File: config.mk
export PLATFORM = sky130hd
export DESIGN_NAME = lcs_top
export DESIGN_NICKNAME = d
export VERILOG_FILES = /design/src/lcs_pkg.sv /design/src/lcs_link.sv /design/src/lcs_top.sv
export SDC_FILE = /design/constraint.sdc
export NUM_CORES = 2
export LEC_CHECK = 0
export CAP_MARGIN = 20
export CORE_MARGIN = 4
export CORE_UTILIZATION = 40
export CTS_BUF_LIST = sky130_fd_sc_hd__clkbuf_4 sky130_fd_sc_hd__clkbuf_8 sky130_fd_sc_hd__clkbuf_16
export DETAILED_ROUTE_END_ITERATION = 16
export DONT_BUFFER_PORTS = 1
export PLACE_DENSITY_LB_ADDON = 0.3
export SLEW_MARGIN = 20
export SYNTH_ARGS = -nofsm -noshare
export SYNTH_HDL_FRONTEND = slang
export SYNTH_SLANG_ARGS = --single-unit
File: constraint.sdc
create_clock -name clk -period 3.2 [get_ports clk]
set_input_delay 0.64 -clock clk [delete_from_list [all_inputs] [get_ports clk]]
set_output_delay 0.64 -clock clk [all_outputs]
set_load 0.02 [all_outputs]
File: src/lcs_pkg.sv
package lcs_pkg;

   // ==========================================================
   // sizes
   localparam int NLINK = 8;
   localparam int GAP_W = 11;
   localparam int CHAN_W = 5;
   localparam int IDX_W = 10;

   // ==========================================================
   // register indices (byte address is four times the index)
   localparam logic [IDX_W-1:0] IDX_LINK_CFG = 10'h080;
   localparam logic [IDX_W-1:0] IDX_STATIC = 10'h0a0;
   localparam logic [IDX_W-1:0] IDX_IRQ_STAT = 10'h0c0;
   localparam logic [IDX_W-1:0] IDX_IRQ_MASK = 10'h0c1;

   // ==========================================================
   // ext_link_config fields
   localparam int CFG_EN_BIT = 31;
   localparam int CFG_WIDE_BIT = 30;
   localparam int CFG_ERR_BIT = 27;
   localparam int CFG_ISSUED_BIT = 26;
   localparam int CFG_HELD_BIT = 25;
   localparam int CFG_GREETING_TOKEN_BIT = 24;
   localparam int CFG_RXRST_BIT = 23;
   localparam int CFG_SGAP_LSB = 11;
   localparam int CFG_TGAP_LSB = 0;
   localparam logic [GAP_W-1:0] GAP_RST = 11'h000;

   // ==========================================================
   // static_link_forwarding fields
   localparam int ST_EN_BIT = 31;
   localparam int ST_PROC_BIT = 8;
   localparam int ST_CHAN_LSB = 0;
   localparam logic [CHAN_W-1:0] ST_CHAN_RST = 5'h00;

   // ==========================================================
   // static register k serves link letter C,D,A,B,G,H,E,F (A=0)
   localparam logic [2:0] STATIC_REG_OF_LINK [0:NLINK-1] =
      '{3'h2, 3'h3, 3'h0, 3'h1, 3'h6, 3'h7, 3'h4, 3'h5};

   // interrupt status layout
   localparam int IRQ_ERR_LSB = 0;
   localparam int IRQ_CREDIT_LSB = 8;
   localparam int IRQ_W = 16;

endpackage

File: src/lcs_link.sv
`timescale 1ns/100ps
`default_nettype none

module lcs_link (
   input wire logic clk,
   input wire logic rst,
   input wire logic en,
   input wire logic [lcs_pkg::GAP_W-1:0] sym_gap,
   input wire logic [lcs_pkg::GAP_W-1:0] tok_gap,
   input wire logic greeting_token_wr,
   input wire logic rxrst_wr,
   input wire logic tx_sym_valid,
   input wire logic tx_sym_last,
   output logic tx_sym_ready,
   output logic tx_sym_strobe,
   output logic tx_greeting,
   input wire logic rx_sym,
   input wire logic rx_tok_end,
   input wire logic rx_illegal,
   input wire logic rx_overflow,
   input wire logic rx_credit,
   input wire logic rx_greeting,
   output logic rx_tok_start,
   output logic credit_held,
   output logic credit_issued,
   output logic rx_error,
   output logic err_event,
   output logic credit_event
);

   typedef enum logic [1:0] {LCS_OFF, LCS_GAP, LCS_READY} lcs_tx_t;

   lcs_tx_t st_q, st_d;
   logic [lcs_pkg::GAP_W:0] gap_q, gap_d;
   logic greet_pend_q, greet_pend_d;
   logic strobe_d, greet_d, start_d;
   logic held_d, issued_d, err_d, in_tok_q, in_tok_d;
   logic err_set, credit_set, send, greet_go;

   // ==========================================================
   // next state
   always_comb begin
      send = tx_sym_valid && (st_q == LCS_READY);
      greet_go = en && greet_pend_q && (st_q != LCS_OFF) &&
         (gap_q == '0) && !send;
      gap_d = gap_q;
      st_d = st_q;
      // idle gap is the programmed count plus one
      if (send) begin
         gap_d = tx_sym_last ? {1'b0, tok_gap} + 12'h001 :
            {1'b0, sym_gap} + 12'h001;
      end else if (greet_go) begin
         gap_d = {1'b0, tok_gap} + 12'h001;
      end else if (gap_q != '0) begin
         gap_d = gap_q - 12'h001;
      end
      greet_pend_d = greeting_token_wr || (greet_pend_q && !greet_go);
      // sending needs credit; the greeting goes first
      case (st_q)
         LCS_OFF: st_d = en ? LCS_GAP : LCS_OFF;
         LCS_GAP, LCS_READY: begin
            if (!en) begin
               st_d = LCS_OFF;
            end else if (gap_d == '0 && held_d && !greet_pend_d) begin
               st_d = LCS_READY;
            end else begin
               st_d = LCS_GAP;
            end
         end
         default: st_d = LCS_OFF;
      endcase
      strobe_d = send;
      greet_d = greet_go;
      // credit arrival beats a simultaneous greeting write
      credit_set = en && rx_credit;
      held_d = credit_set || (credit_held && en && !greeting_token_wr);
      issued_d = (en && rx_greeting) ||
         (credit_issued && en && !rxrst_wr);
      err_set = en && (rx_illegal || rx_overflow);
      err_d = err_set || (rx_error && !rxrst_wr);
      // receiver reset makes the next symbol open a token
      start_d = en && rx_sym && !in_tok_q && !rxrst_wr;
      if (rxrst_wr || !en) begin
         in_tok_d = 1'b0;
      end else if (rx_tok_end) begin
         in_tok_d = 1'b0;
      end else if (rx_sym) begin
         in_tok_d = 1'b1;
      end else begin
         in_tok_d = in_tok_q;
      end
   end

   // ==========================================================
   // registers
   always_ff @(posedge clk) begin
      if (rst) begin
         st_q <= LCS_OFF;
         gap_q <= '0;
         greet_pend_q <= 1'b0;
         tx_sym_ready <= 1'b0;
         tx_sym_strobe <= 1'b0;
         tx_greeting <= 1'b0;
         rx_tok_start <= 1'b0;
         credit_held <= 1'b0;
         credit_issued <= 1'b0;
         rx_error <= 1'b0;
         in_tok_q <= 1'b0;
         err_event <= 1'b0;
         credit_event <= 1'b0;
      end else begin
         st_q <= st_d;
         gap_q <= gap_d;
         greet_pend_q <= greet_pend_d;
         tx_sym_ready <= (st_d == LCS_READY);
         tx_sym_strobe <= strobe_d;
         tx_greeting <= greet_d;
         rx_tok_start <= start_d;
         credit_held <= held_d;
         credit_issued <= issued_d;
         rx_error <= err_d;
         in_tok_q <= in_tok_d;
         err_event <= err_set;
         credit_event <= credit_set && !credit_held;
      end
   end

endmodule

`default_nettype wire

File: src/lcs_top.sv
// Summary of operation
// - one link configuration register per external link 0..7, each alone.
// - config bit 31 enables the link when one, disables when zero.
// - link enable also hands shared pins to the link, not ports.
// - config bit 30 picks two-wire (0) or five-wire (1) width.
// - writing one to bit 24 clears send credit and sends greeting.
// - writing one to bit 23 resets receiver; next symbol starts token.
// - bit 26 shows credit issued to remote; bit 25 credit held.
// - bit 27 flags receive buffer overflow or illegal token code.
// - at least count+1 idle clocks between symbols and tokens.
// - static link forwards every packet to set channel end, no lookup.
// - static registers in order serve links C,D,A,B,G,H,E,F.
// - static bit 31 enables static forwarding, read/write, resets zero.
// - static bit 8 picks destination processor, resets zero.
// - static field 4:0 picks destination channel end, resets zero.
// - reserved config and static bits are read-only.
`timescale 1ns/100ps
`default_nettype none

module lcs_top (
   input wire logic clk,
   input wire logic rst,
   input wire logic hsel,
   input wire logic [11:0] haddr,
   input wire logic [1:0] htrans,
   input wire logic hwrite,
   input wire logic [2:0] hsize,
   input wire logic [31:0] hwdata,
   input wire logic hready,
   output logic hreadyout,
   output logic hresp,
   output logic [31:0] hrdata,
   output logic irq,
   input wire logic [7:0] tx_sym_valid,
   input wire logic [7:0] tx_sym_last,
   output logic [7:0] tx_sym_ready,
   output logic [7:0] tx_sym_strobe,
   output logic [7:0] tx_greeting,
   output logic [7:0] link_pin_select,
   output logic [7:0] link_wire_width,
   input wire logic [7:0] rx_sym,
   input wire logic [7:0] rx_tok_end,
   input wire logic [7:0] rx_illegal,
   input wire logic [7:0] rx_overflow,
   input wire logic [7:0] rx_credit,
   input wire logic [7:0] rx_greeting,
   output logic [7:0] rx_tok_start,
   input wire logic [7:0] rx_pkt_start,
   output logic [7:0] fwd_valid,
   output logic [7:0] fwd_proc,
   output logic [39:0] fwd_chan,
   output logic [7:0] route_req
);

   localparam int N = lcs_pkg::NLINK;
   localparam int GW = lcs_pkg::GAP_W;
   localparam int CW = lcs_pkg::CHAN_W;
   localparam int IW = lcs_pkg::IRQ_W;

   // ==========================================================
   // bus slave state
   logic take;
   logic rd_pend_q, rd_pend_d, wr_pend_q, wr_pend_d;
   logic [lcs_pkg::IDX_W-1:0] idx_q, idx_d;
   logic hreadyout_d;
   logic [31:0] hrdata_d, rdata;
   logic [31:0] cfg_word [0:N-1];
   logic [31:0] st_word [0:N-1];
   logic [N-1:0] cfg_wr, greeting_token_wr, rxrst_wr;
   logic [N-1:0] held, issued, rxerr, err_ev, cr_ev;
   // interrupt state
   logic [IW-1:0] stat_q, stat_d, mask_q, mask_d, events;
   logic irq_d;

   // hsize is accepted but only whole words are decoded
   always_comb begin
      take = hsel && htrans[1] && hready;
      rd_pend_d = take && !hwrite;
      wr_pend_d = take && hwrite;
      idx_d = take ? haddr[11:2] : idx_q;
      // one wait state on reads so data reflect a write just done
      hreadyout_d = !(take && !hwrite);
      // read data stand until the next read completes
      hrdata_d = rd_pend_q ? rdata : hrdata;
   end

   always_ff @(posedge clk) begin
      if (rst) begin
         rd_pend_q <= 1'b0;
         wr_pend_q <= 1'b0;
         idx_q <= '0;
         hreadyout <= 1'b1;
         hresp <= 1'b0;
         hrdata <= 32'h00000000;
      end else begin
         rd_pend_q <= rd_pend_d;
         wr_pend_q <= wr_pend_d;
         idx_q <= idx_d;
         hreadyout <= hreadyout_d;
         hresp <= 1'b0;
         hrdata <= hrdata_d;
      end
   end

   // ==========================================================
   // read multiplexer; unmapped words read as zero
   always_comb begin
      rdata = 32'h00000000;
      for (int k = 0; k < N; k++) begin
         if (idx_q == lcs_pkg::IDX_LINK_CFG + 10'(k)) begin
            rdata = cfg_word[k];
         end
         if (idx_q == lcs_pkg::IDX_STATIC + 10'(k)) begin
            rdata = st_word[k];
         end
      end
      if (idx_q == lcs_pkg::IDX_IRQ_STAT) begin
         rdata = {16'h0000, stat_q};
      end
      if (idx_q == lcs_pkg::IDX_IRQ_MASK) begin
         rdata = {16'h0000, mask_q};
      end
   end

   // ==========================================================
   // per-link configuration, static forwarding and link engine
   for (genvar i = 0; i < N; i++) begin : g_link
      localparam logic [lcs_pkg::IDX_W-1:0] CFG_IDX =
         lcs_pkg::IDX_LINK_CFG + 10'(i);
      localparam logic [lcs_pkg::IDX_W-1:0] ST_IDX =
         lcs_pkg::IDX_STATIC + 10'(lcs_pkg::STATIC_REG_OF_LINK[i]);
      logic en_q, en_d, wide_q, wide_d;
      logic [GW-1:0] sgap_q, sgap_d, tgap_q, tgap_d;
      logic sen_q, sen_d, proc_q, proc_d;
      logic [CW-1:0] chan_q, chan_d;
      logic st_wr;
      logic fv_d, rr_d;

      always_comb begin
         cfg_wr[i] = wr_pend_q && (idx_q == CFG_IDX);
         st_wr = wr_pend_q && (idx_q == ST_IDX);
         greeting_token_wr[i] = cfg_wr[i] && hwdata[lcs_pkg::CFG_GREETING_TOKEN_BIT];
         rxrst_wr[i] = cfg_wr[i] && hwdata[lcs_pkg::CFG_RXRST_BIT];
         en_d = en_q;
         wide_d = wide_q;
         sgap_d = sgap_q;
         tgap_d = tgap_q;
         // only defined fields are stored; reserved bits drop
         if (cfg_wr[i]) begin
            en_d = hwdata[lcs_pkg::CFG_EN_BIT];
            wide_d = hwdata[lcs_pkg::CFG_WIDE_BIT];
            sgap_d = hwdata[lcs_pkg::CFG_SGAP_LSB +: GW];
            tgap_d = hwdata[lcs_pkg::CFG_TGAP_LSB +: GW];
         end
         sen_d = sen_q;
         proc_d = proc_q;
         chan_d = chan_q;
         if (st_wr) begin
            sen_d = hwdata[lcs_pkg::ST_EN_BIT];
            proc_d = hwdata[lcs_pkg::ST_PROC_BIT];
            chan_d = hwdata[lcs_pkg::ST_CHAN_LSB +: CW];
         end
         // write-only bits and reserved bits read back as zero
         cfg_word[i] = {en_q, wide_q, 2'b00, rxerr[i], issued[i], held[i],
            3'b000, sgap_q, tgap_q};
         st_word[lcs_pkg::STATIC_REG_OF_LINK[i]] =
            {sen_q, 22'h000000, proc_q, 3'b000, chan_q};
         // static links bypass the routing lookup entirely
         fv_d = rx_pkt_start[i] && sen_q;
         rr_d = rx_pkt_start[i] && !sen_q;
      end

      always_ff @(posedge clk) begin
         if (rst) begin
            en_q <= 1'b0;
            wide_q <= 1'b0;
            sgap_q <= lcs_pkg::GAP_RST;
            tgap_q <= lcs_pkg::GAP_RST;
            sen_q <= 1'b0;
            proc_q <= 1'b0;
            chan_q <= lcs_pkg::ST_CHAN_RST;
            link_pin_select[i] <= 1'b0;
            link_wire_width[i] <= 1'b0;
            fwd_valid[i] <= 1'b0;
            fwd_proc[i] <= 1'b0;
            fwd_chan[i*CW +: CW] <= lcs_pkg::ST_CHAN_RST;
            route_req[i] <= 1'b0;
         end else begin
            en_q <= en_d;
            wide_q <= wide_d;
            sgap_q <= sgap_d;
            tgap_q <= tgap_d;
            sen_q <= sen_d;
            proc_q <= proc_d;
            chan_q <= chan_d;
            link_pin_select[i] <= en_d;
            link_wire_width[i] <= wide_d;
            fwd_valid[i] <= fv_d;
            fwd_proc[i] <= proc_q;
            fwd_chan[i*CW +: CW] <= chan_q;
            route_req[i] <= rr_d;
         end
      end

      lcs_link u_link (
         .clk(clk),
         .rst(rst),
         .en(en_q),
         .sym_gap(sgap_q),
         .tok_gap(tgap_q),
         .greeting_token_wr(greeting_token_wr[i]),
         .rxrst_wr(rxrst_wr[i]),
         .tx_sym_valid(tx_sym_valid[i]),
         .tx_sym_last(tx_sym_last[i]),
         .tx_sym_ready(tx_sym_ready[i]),
         .tx_sym_strobe(tx_sym_strobe[i]),
         .tx_greeting(tx_greeting[i]),
         .rx_sym(rx_sym[i]),
         .rx_tok_end(rx_tok_end[i]),
         .rx_illegal(rx_illegal[i]),
         .rx_overflow(rx_overflow[i]),
         .rx_credit(rx_credit[i]),
         .rx_greeting(rx_greeting[i]),
         .rx_tok_start(rx_tok_start[i]),
         .credit_held(held[i]),
         .credit_issued(issued[i]),
         .rx_error(rxerr[i]),
         .err_event(err_ev[i]),
         .credit_event(cr_ev[i])
      );
   end

   // ==========================================================
   // interrupts: sticky status, write one to clear, set wins
   always_comb begin
      events = '0;
      events[lcs_pkg::IRQ_ERR_LSB +: N] = err_ev;
      events[lcs_pkg::IRQ_CREDIT_LSB +: N] = cr_ev;
      stat_d = stat_q;
      mask_d = mask_q;
      if (wr_pend_q && idx_q == lcs_pkg::IDX_IRQ_STAT) begin
         stat_d = stat_q & ~hwdata[IW-1:0];
      end
      if (wr_pend_q && idx_q == lcs_pkg::IDX_IRQ_MASK) begin
         mask_d = hwdata[IW-1:0];
      end
      stat_d = stat_d | events;
      irq_d = |(stat_d & mask_d);
   end

   always_ff @(posedge clk) begin
      if (rst) begin
         stat_q <= '0;
         mask_q <= '0;
         irq <= 1'b0;
      end else begin
         stat_q <= stat_d;
         mask_q <= mask_d;
         irq <= irq_d;
      end
   end

endmodule

`default_nettype wire

=== Yosys cells after proc, flatten, opt, wreduce, memory -nomap -nowiden ===
Cells that the tools add are included.

* Output and inout bits: 147
* Flip-flop bits (word level): 590

* Mux-type cells: 84
* Equality and inequality tests: 42
* Bitwise operators: 4
* Reductions and logical operators: 393
* $add $sub $neg: 24

{| class="wikitable"
|+ Operator list
! cell !! number
|-
| 2-to-1 mux 32 bit || 18
|-
| 2-to-1 mux 12 bit || 32
|-
| logical AND 1 bit || 214
|-
| adder 11 x 1 -> 12 bit, second input constant || 16
|-
| zero test 12 bit || 16
|-
| equality test 10 x 8 -> 1 bit, second input constant || 18
|-
| nonzero test 12 bit || 8
|-
| subtractor 12 x 1 -> 12 bit, second input constant || 8
|-
| zero test 1 bit || 74
|-
| logical OR 1 bit || 48
|-
| bitwise AND 16 bit || 2
|-
| equality test 2 bit, second input constant || 16
|-
| 2-to-1 mux 16 bit || 2
|-
| 2-to-1 mux 2 bit || 16
|-
| one-hot mux 2 bit (2 select lines) || 8
|-
| OR reduction 3 bit || 8
|-
| equality test 2 x 1 -> 1 bit, second input constant || 8
|-
| zero test 2 bit || 8
|-
| inverter 16 bit || 1
|-
| bitwise OR 16 bit || 1
|-
| nonzero test 2 bit || 8
|-
| OR reduction 16 bit || 1
|-
| OR reduction 2 bit || 8
|-
| 2-to-1 mux 1 bit || 8
|}

=== Longest topological paths before layout ===
* Depth after elaboration: 19
* Depth in mapped cells: 12
* Mapped depth without buffers: 10

=== Hierarchy ===
Synthesis repeated with hierarchy kept, for this count alone.

* Cells, all modules: 3812
* Area total of the unflattened synthesis: 30490.5 um^2

{| class="wikitable"
|+ Modules (own cells, without submodules)
! module !! cells an instance !! seq. area each (um^2) !! area an instance (um^2) !! times used
|-
| lcs_top || 1947 || 7707.4 || 15956.6 || 1
|-
| lcs_link (g_link[0].u_link ...) || 234 || 500.5 || 1818.0 || 7
|-
| lcs_link (g_link[2].u_link) || 227 || 500.5 || 1808.0 || 1
|}

=== Worst setup path before layout ===
No wires, ideal clock.

* Path kind: reg-to-reg
* Start: register g_link[7].u_link.gap_q[3] (netlist name)
* End: register g_link[7].u_link.st_q[0]
* Path buffers: 1
* Setup slack: 29 ps
* Stages on the path, launching flop included: 10
* Arrival: 3056 ps
* Period minus slack after synthesis: 3171 ps
* Setup time: 115 ps
* Cells stage by stage: dfxtp_1 or4_4 or4_1 or2_1 buf_6 o221ai_2 a32oi_1 or4_1 o41a_1 o21a_1

* Longest elaborated chain between the ends: 11

{| class="wikitable"
|+ RTL lines
! what !! line !! source
|-
| start: declaration || lcs_link.sv:34 || <nowiki>logic [lcs_pkg::GAP_W:0] gap_q, gap_d;</nowiki>
|-
| start signal: assignment || lcs_link.sv:113 || <nowiki>gap_q <= gap_d;</nowiki>
|-
| parallel branches: the longest is 7 deep, another holds subtractor 12 x 1 -> 12 bit || n/a ||
|-
| logical AND 1 bit (*) || lcs_link.sv:64 || <nowiki>end else if (gap_d == '0 && held_d && !greet_pend_d) begin</nowiki>
|-
| 2-to-1 mux 2 bit (*) || lcs_link.sv:64 ||
|-
| 2-to-1 mux 2 bit (*) || lcs_link.sv:62 || <nowiki>if (!en) begin</nowiki>
|-
| one-hot mux 2 bit (2 select lines) (*) || lcs_link.sv:59 || <nowiki>case (st_q)</nowiki>
|-
| end signal: assignment || lcs_link.sv:112 || <nowiki>st_q <= st_d;</nowiki>
|-
| end: declaration || lcs_link.sv:33 || <nowiki>lcs_tx_t st_q, st_d;</nowiki>
|}

Every way passes the cells marked *.
A chain may end at the register's enable or synchronous reset.

=== Final worst setup path ===
* Start: register g_link[7].u_link.gap_q[7] (netlist name)
* End: register g_link[7].u_link.st_q[0]

The elaborated chain is that of the path after synthesis.

==> summary.txt <==
Place
  – Port bufs: 0
  – Placed cell area: 31,500 um^2
  – Hpwl dp: 87,700 um
  – Placer Congestion: 0.990

Timing
  – Fin crit share: 0.983
  – Fmax: 318 MHz
  – Final Critical Period: 3.15 ns
  – RSZ-0062 raised after global routing: true
  – Slew HR: 0.394
  – Worst Skew: 0.0394 ns
  – Final hold vios: 0
  – Worst hold slack: 0.0834 ns
  – TNS Setup: 0 ns
  – Worst-Margin Slew: 0.906 ns
  – # setup viols final: 0
  – Final Slew Violations: 0

Critical path
  – R2R Setup Slk: 0.05 ns
  – Reg-to-reg startpoint: g_link[7].u_link.gap_q[7]
  – Worst Path Arrival: 3.65 ns
  – Slowest stage delay, CP: 0.57 ns
  – CP max FO: 4
  – Reg2Reg Depth: 8
  – Worst setup startpoint: g_link[7].u_link.gap_q[7]
  – Crit path max-delay cell type: or4_4
  – End point of the critical path: g_link[7].u_link.st_q[0]
  – R2r endpoint: g_link[7].u_link.st_q[0]
  – Required @ worst endpoint: 3.70 ns
  – CP cell instances: or4_4 -> or4_4 -> or2_4 -> mux2i_1 -> a22o_1 -> or4_4 -> o41a_1 -> o21a_1
  – Crit-path most repeated cell: or4_4
  – CP Launch Type: flop
  – Critical path class: reg2reg
  – CP Capture Type: flop

Clock network
  – Reg clk slew, reported paths: 0.06 ns
  – CTS Hold Buffers Added: 0
  – CTS tree: done
  – Clk_lat worst skew: 0.63 ns
  – CTS sink cnt: 585
  – CTS Buf Count: 68
  – H-tree levels: 3
  – Max Root-Sink Buffers: 3
  – Clock root cell: clkbuf_16

Power and ir drop
  – Combinational group share of total power: 0.309
  – Switch share: 0.336
  – Peak supply drop: 0.386 mV
  – Proportion of power drawn by the clock network: 0.341
  – Pint: 0.0159 W
  – Sequential share of power: 0.349
  – Leak: 12.1 nW
  – Net Switching: 0.00805 W
  – Cell Pwr Density: 705 nW/um^2

Synthesis
  – Seq/Total Area, Yosys: 0.388
  – Most used DFF post-synth: dfxtp_1
  – Syn. warnings: 0
  – Post-synth ARST share: 0
  – Cell Area, Synth: 30,200 um^2
  – Syn avg cell area: 7.77 um^2
  – Distinct cell type count after synthesis: 89
  – Register bit total from synthesis: 585
  – EDFF count, synth: 0
  – Gate Count Post-Synth: 3,883

Floorplan
  – Die width: 283 um
  – Site Rows: 100
  – Die Ht: 283 um
  – DIE AREA: 79,900 um^2
  – Core Region: 74,600 um^2
  – I/O pins: 273
  – Starting Density: 0.404

Hold path
  – HP Class: in2reg

Finish
  – Commonest non-fill, non-tap cells in the layout: nand2_1 (672), dfxtp_1 (583), a21oi_1 (395), nor2_1 (324), buf_4 (190)
  – Area Growth Syn to Fin: 12.6%
  – Most common cell after layout, fill and taps aside: nand2_1
  – Final instance area: 34,000 um^2
  – Layout Nets: 4,026
  – Layout cells sized above 1: 0.0976

Global route
  – Vias in the first global route: 26,800
  – GRT Overall Usage: 0.286
  – Initial antenna violation count: 8
  – Grt ovf: 0
  – Largest net degree at the start of global routing: 467
  – First-pass GRT wire length: 174,000 um

Flow run
  – Max cap viols: 0

Routing
  – Initial DRC Count: 3,896
  – Post-route ant nets: 0
  – DRT Pass-1 Iters: 14
  – WL/cell: 24.5 um
  – Vias: 29,800
  – Drt drc: 3
  – Vias per cell: 6.12
  – Routed wire length: 119,000 um

Outcome
  – Status: finished with violations
  – Violated checks: design-rule violations
-- worst max-delay path, delay by kind of cell, from the launching register on --
kind | cells | cell delay [ns]
AND/OR/NAND/NOR | 4 | 1.91
multiplexers | 1 | 0.13
AO/OA/AOI/OAI | 3 | 0.70
flip-flops | 1 | 0.31
-- flip-flops by register name, indices dropped and copies added (netlist names), 16 cells and up --
signal,count
g_link.sgap_q,88
g_link.u_link.st_q,16
stat_q,16
g_link.u_link.gap_q,96
mask_q,16
hrdata,27
g_link.chan_q,40
g_link.tgap_q,88
fwd_chan,40
-- repair_timing --
action | 4_1_cts | 5_1_grt
cloned | 0 | 0
pin swaps | 0 | 8
buffers inserted | 0 | 3
endpoints found under the setup margin | 1 | 17
resized for setup | 2 | 18
-- power groups by stage --
stage | Clock [W] | Sequential, W | Combinational (W)
floorplan | 0 | 0.00840 | 0.00514
global placement | 0 | 0.00850 | 0.00702
detailed placement | 0 | 0.00850 | 0.00702
CTS | 0.00825 | 0.00835 | 0.00708
global route | 0.00858 | 0.00846 | 0.00814
finish | 0.00818 | 0.00837 | 0.00740
-- routing by layer --
metal	up-vias	global-route usage	part of all wire
met1	14100	0.393	0.41
met2	1757	0.422	0.42
met5	-	0	0.00015
li1	13700	-	-
met3	250	0.0883	0.13
met4	2	0.109	0.041
-- cells in the mapped netlist, types with 32 or more instances --
library cell,instances,share of area
a21oi_1,395,0.066
a22oi_1,67,0.017
and2_1,36,0.0075
and3_1,38,0.0079
buf_4,59,0.015
clkbuf_1,236,0.029
dfxtp_1,585,0.39
ha_1,54,0.022
inv_1,82,0.010
mux2i_1,89,0.030
nand2_1,673,0.084
nand3_1,180,0.030
nand4_1,64,0.013
nor2_1,333,0.041
nor2b_1,67,0.014
nor3_1,117,0.019
nor4_1,37,0.0077
o211ai_1,46,0.011
o21ai_0,85,0.014
o22ai_1,32,0.0066
xnor2_1,72,0.021
xor2_1,56,0.016
-- cell type report --
class                           count  area, um^2
Antenna cell                        9        22.5
Clock buffer                       87        1900
Clock inverter                     31         420
Fill cell                        7358       40600
Inverter                           84         315
Multi-Input combinational cell   2914       16900
Sequential cell                   585       11700
Tap cell                          969        1210
Timing Repair Buffer              193        1480
-- through the flow --
step	utilization	power, W	std cells	worst slack, ns
2_1_floorplan	-	0.0135	3888	0.0293
3_3_place_gp	0.423	0.0155	4742	-0.000852
3_5_place_dp	0.423	0.0155	4742	-0.0187
4_1_cts	0.454	0.0237	4860	0.0173
5_1_grt	0.455	0.0252	4867	-0.00553
6_report	0.456	0.0239	4872	0.0534
-- worst min path at each step --
stage | start | to | slack, ns | depth (start not counted)
final | rx_tok_end[6] | g_link[6].u_link.in_tok_q | 0.08 | 1
after floorplan | g_link[0].u_link.in_tok_q | g_link[0].u_link.rx_tok_start | 0.40 | 1
after global placement | g_link[7].u_link.in_tok_q | g_link[7].u_link.rx_tok_start | 0.40 | 1
after global routing | rx_tok_end[6] | g_link[6].u_link.in_tok_q | 0.09 | 1
after detailed placement | g_link[7].u_link.in_tok_q | g_link[7].u_link.rx_tok_start | 0.41 | 1
after CTS | rx_tok_end[6] | g_link[6].u_link.in_tok_q | 0.06 | 1
-- cell families (layout without fill, tap and decap cells) --
| family | Yosys count | after routing | share of synthesized area |
|---|---|---|---|
| DFF | 585 | 585 | 0.388 |
| AOI/OAI and AO/OA | 907 | 907 | 0.192 |
| buffers and inverters | 389 | 395 | 0.0561 |
| muxes | 108 | 108 | 0.0370 |
| xor gates and xnor gates | 128 | 128 | 0.0372 |
| other | 1 | 15 | 0.000124 |
| and+or+nand+nor | 1711 | 1711 | 0.267 |
| adders and majority gates | 54 | 54 | 0.0224 |
No activity file was read; power rests on OpenSTA's default activity.
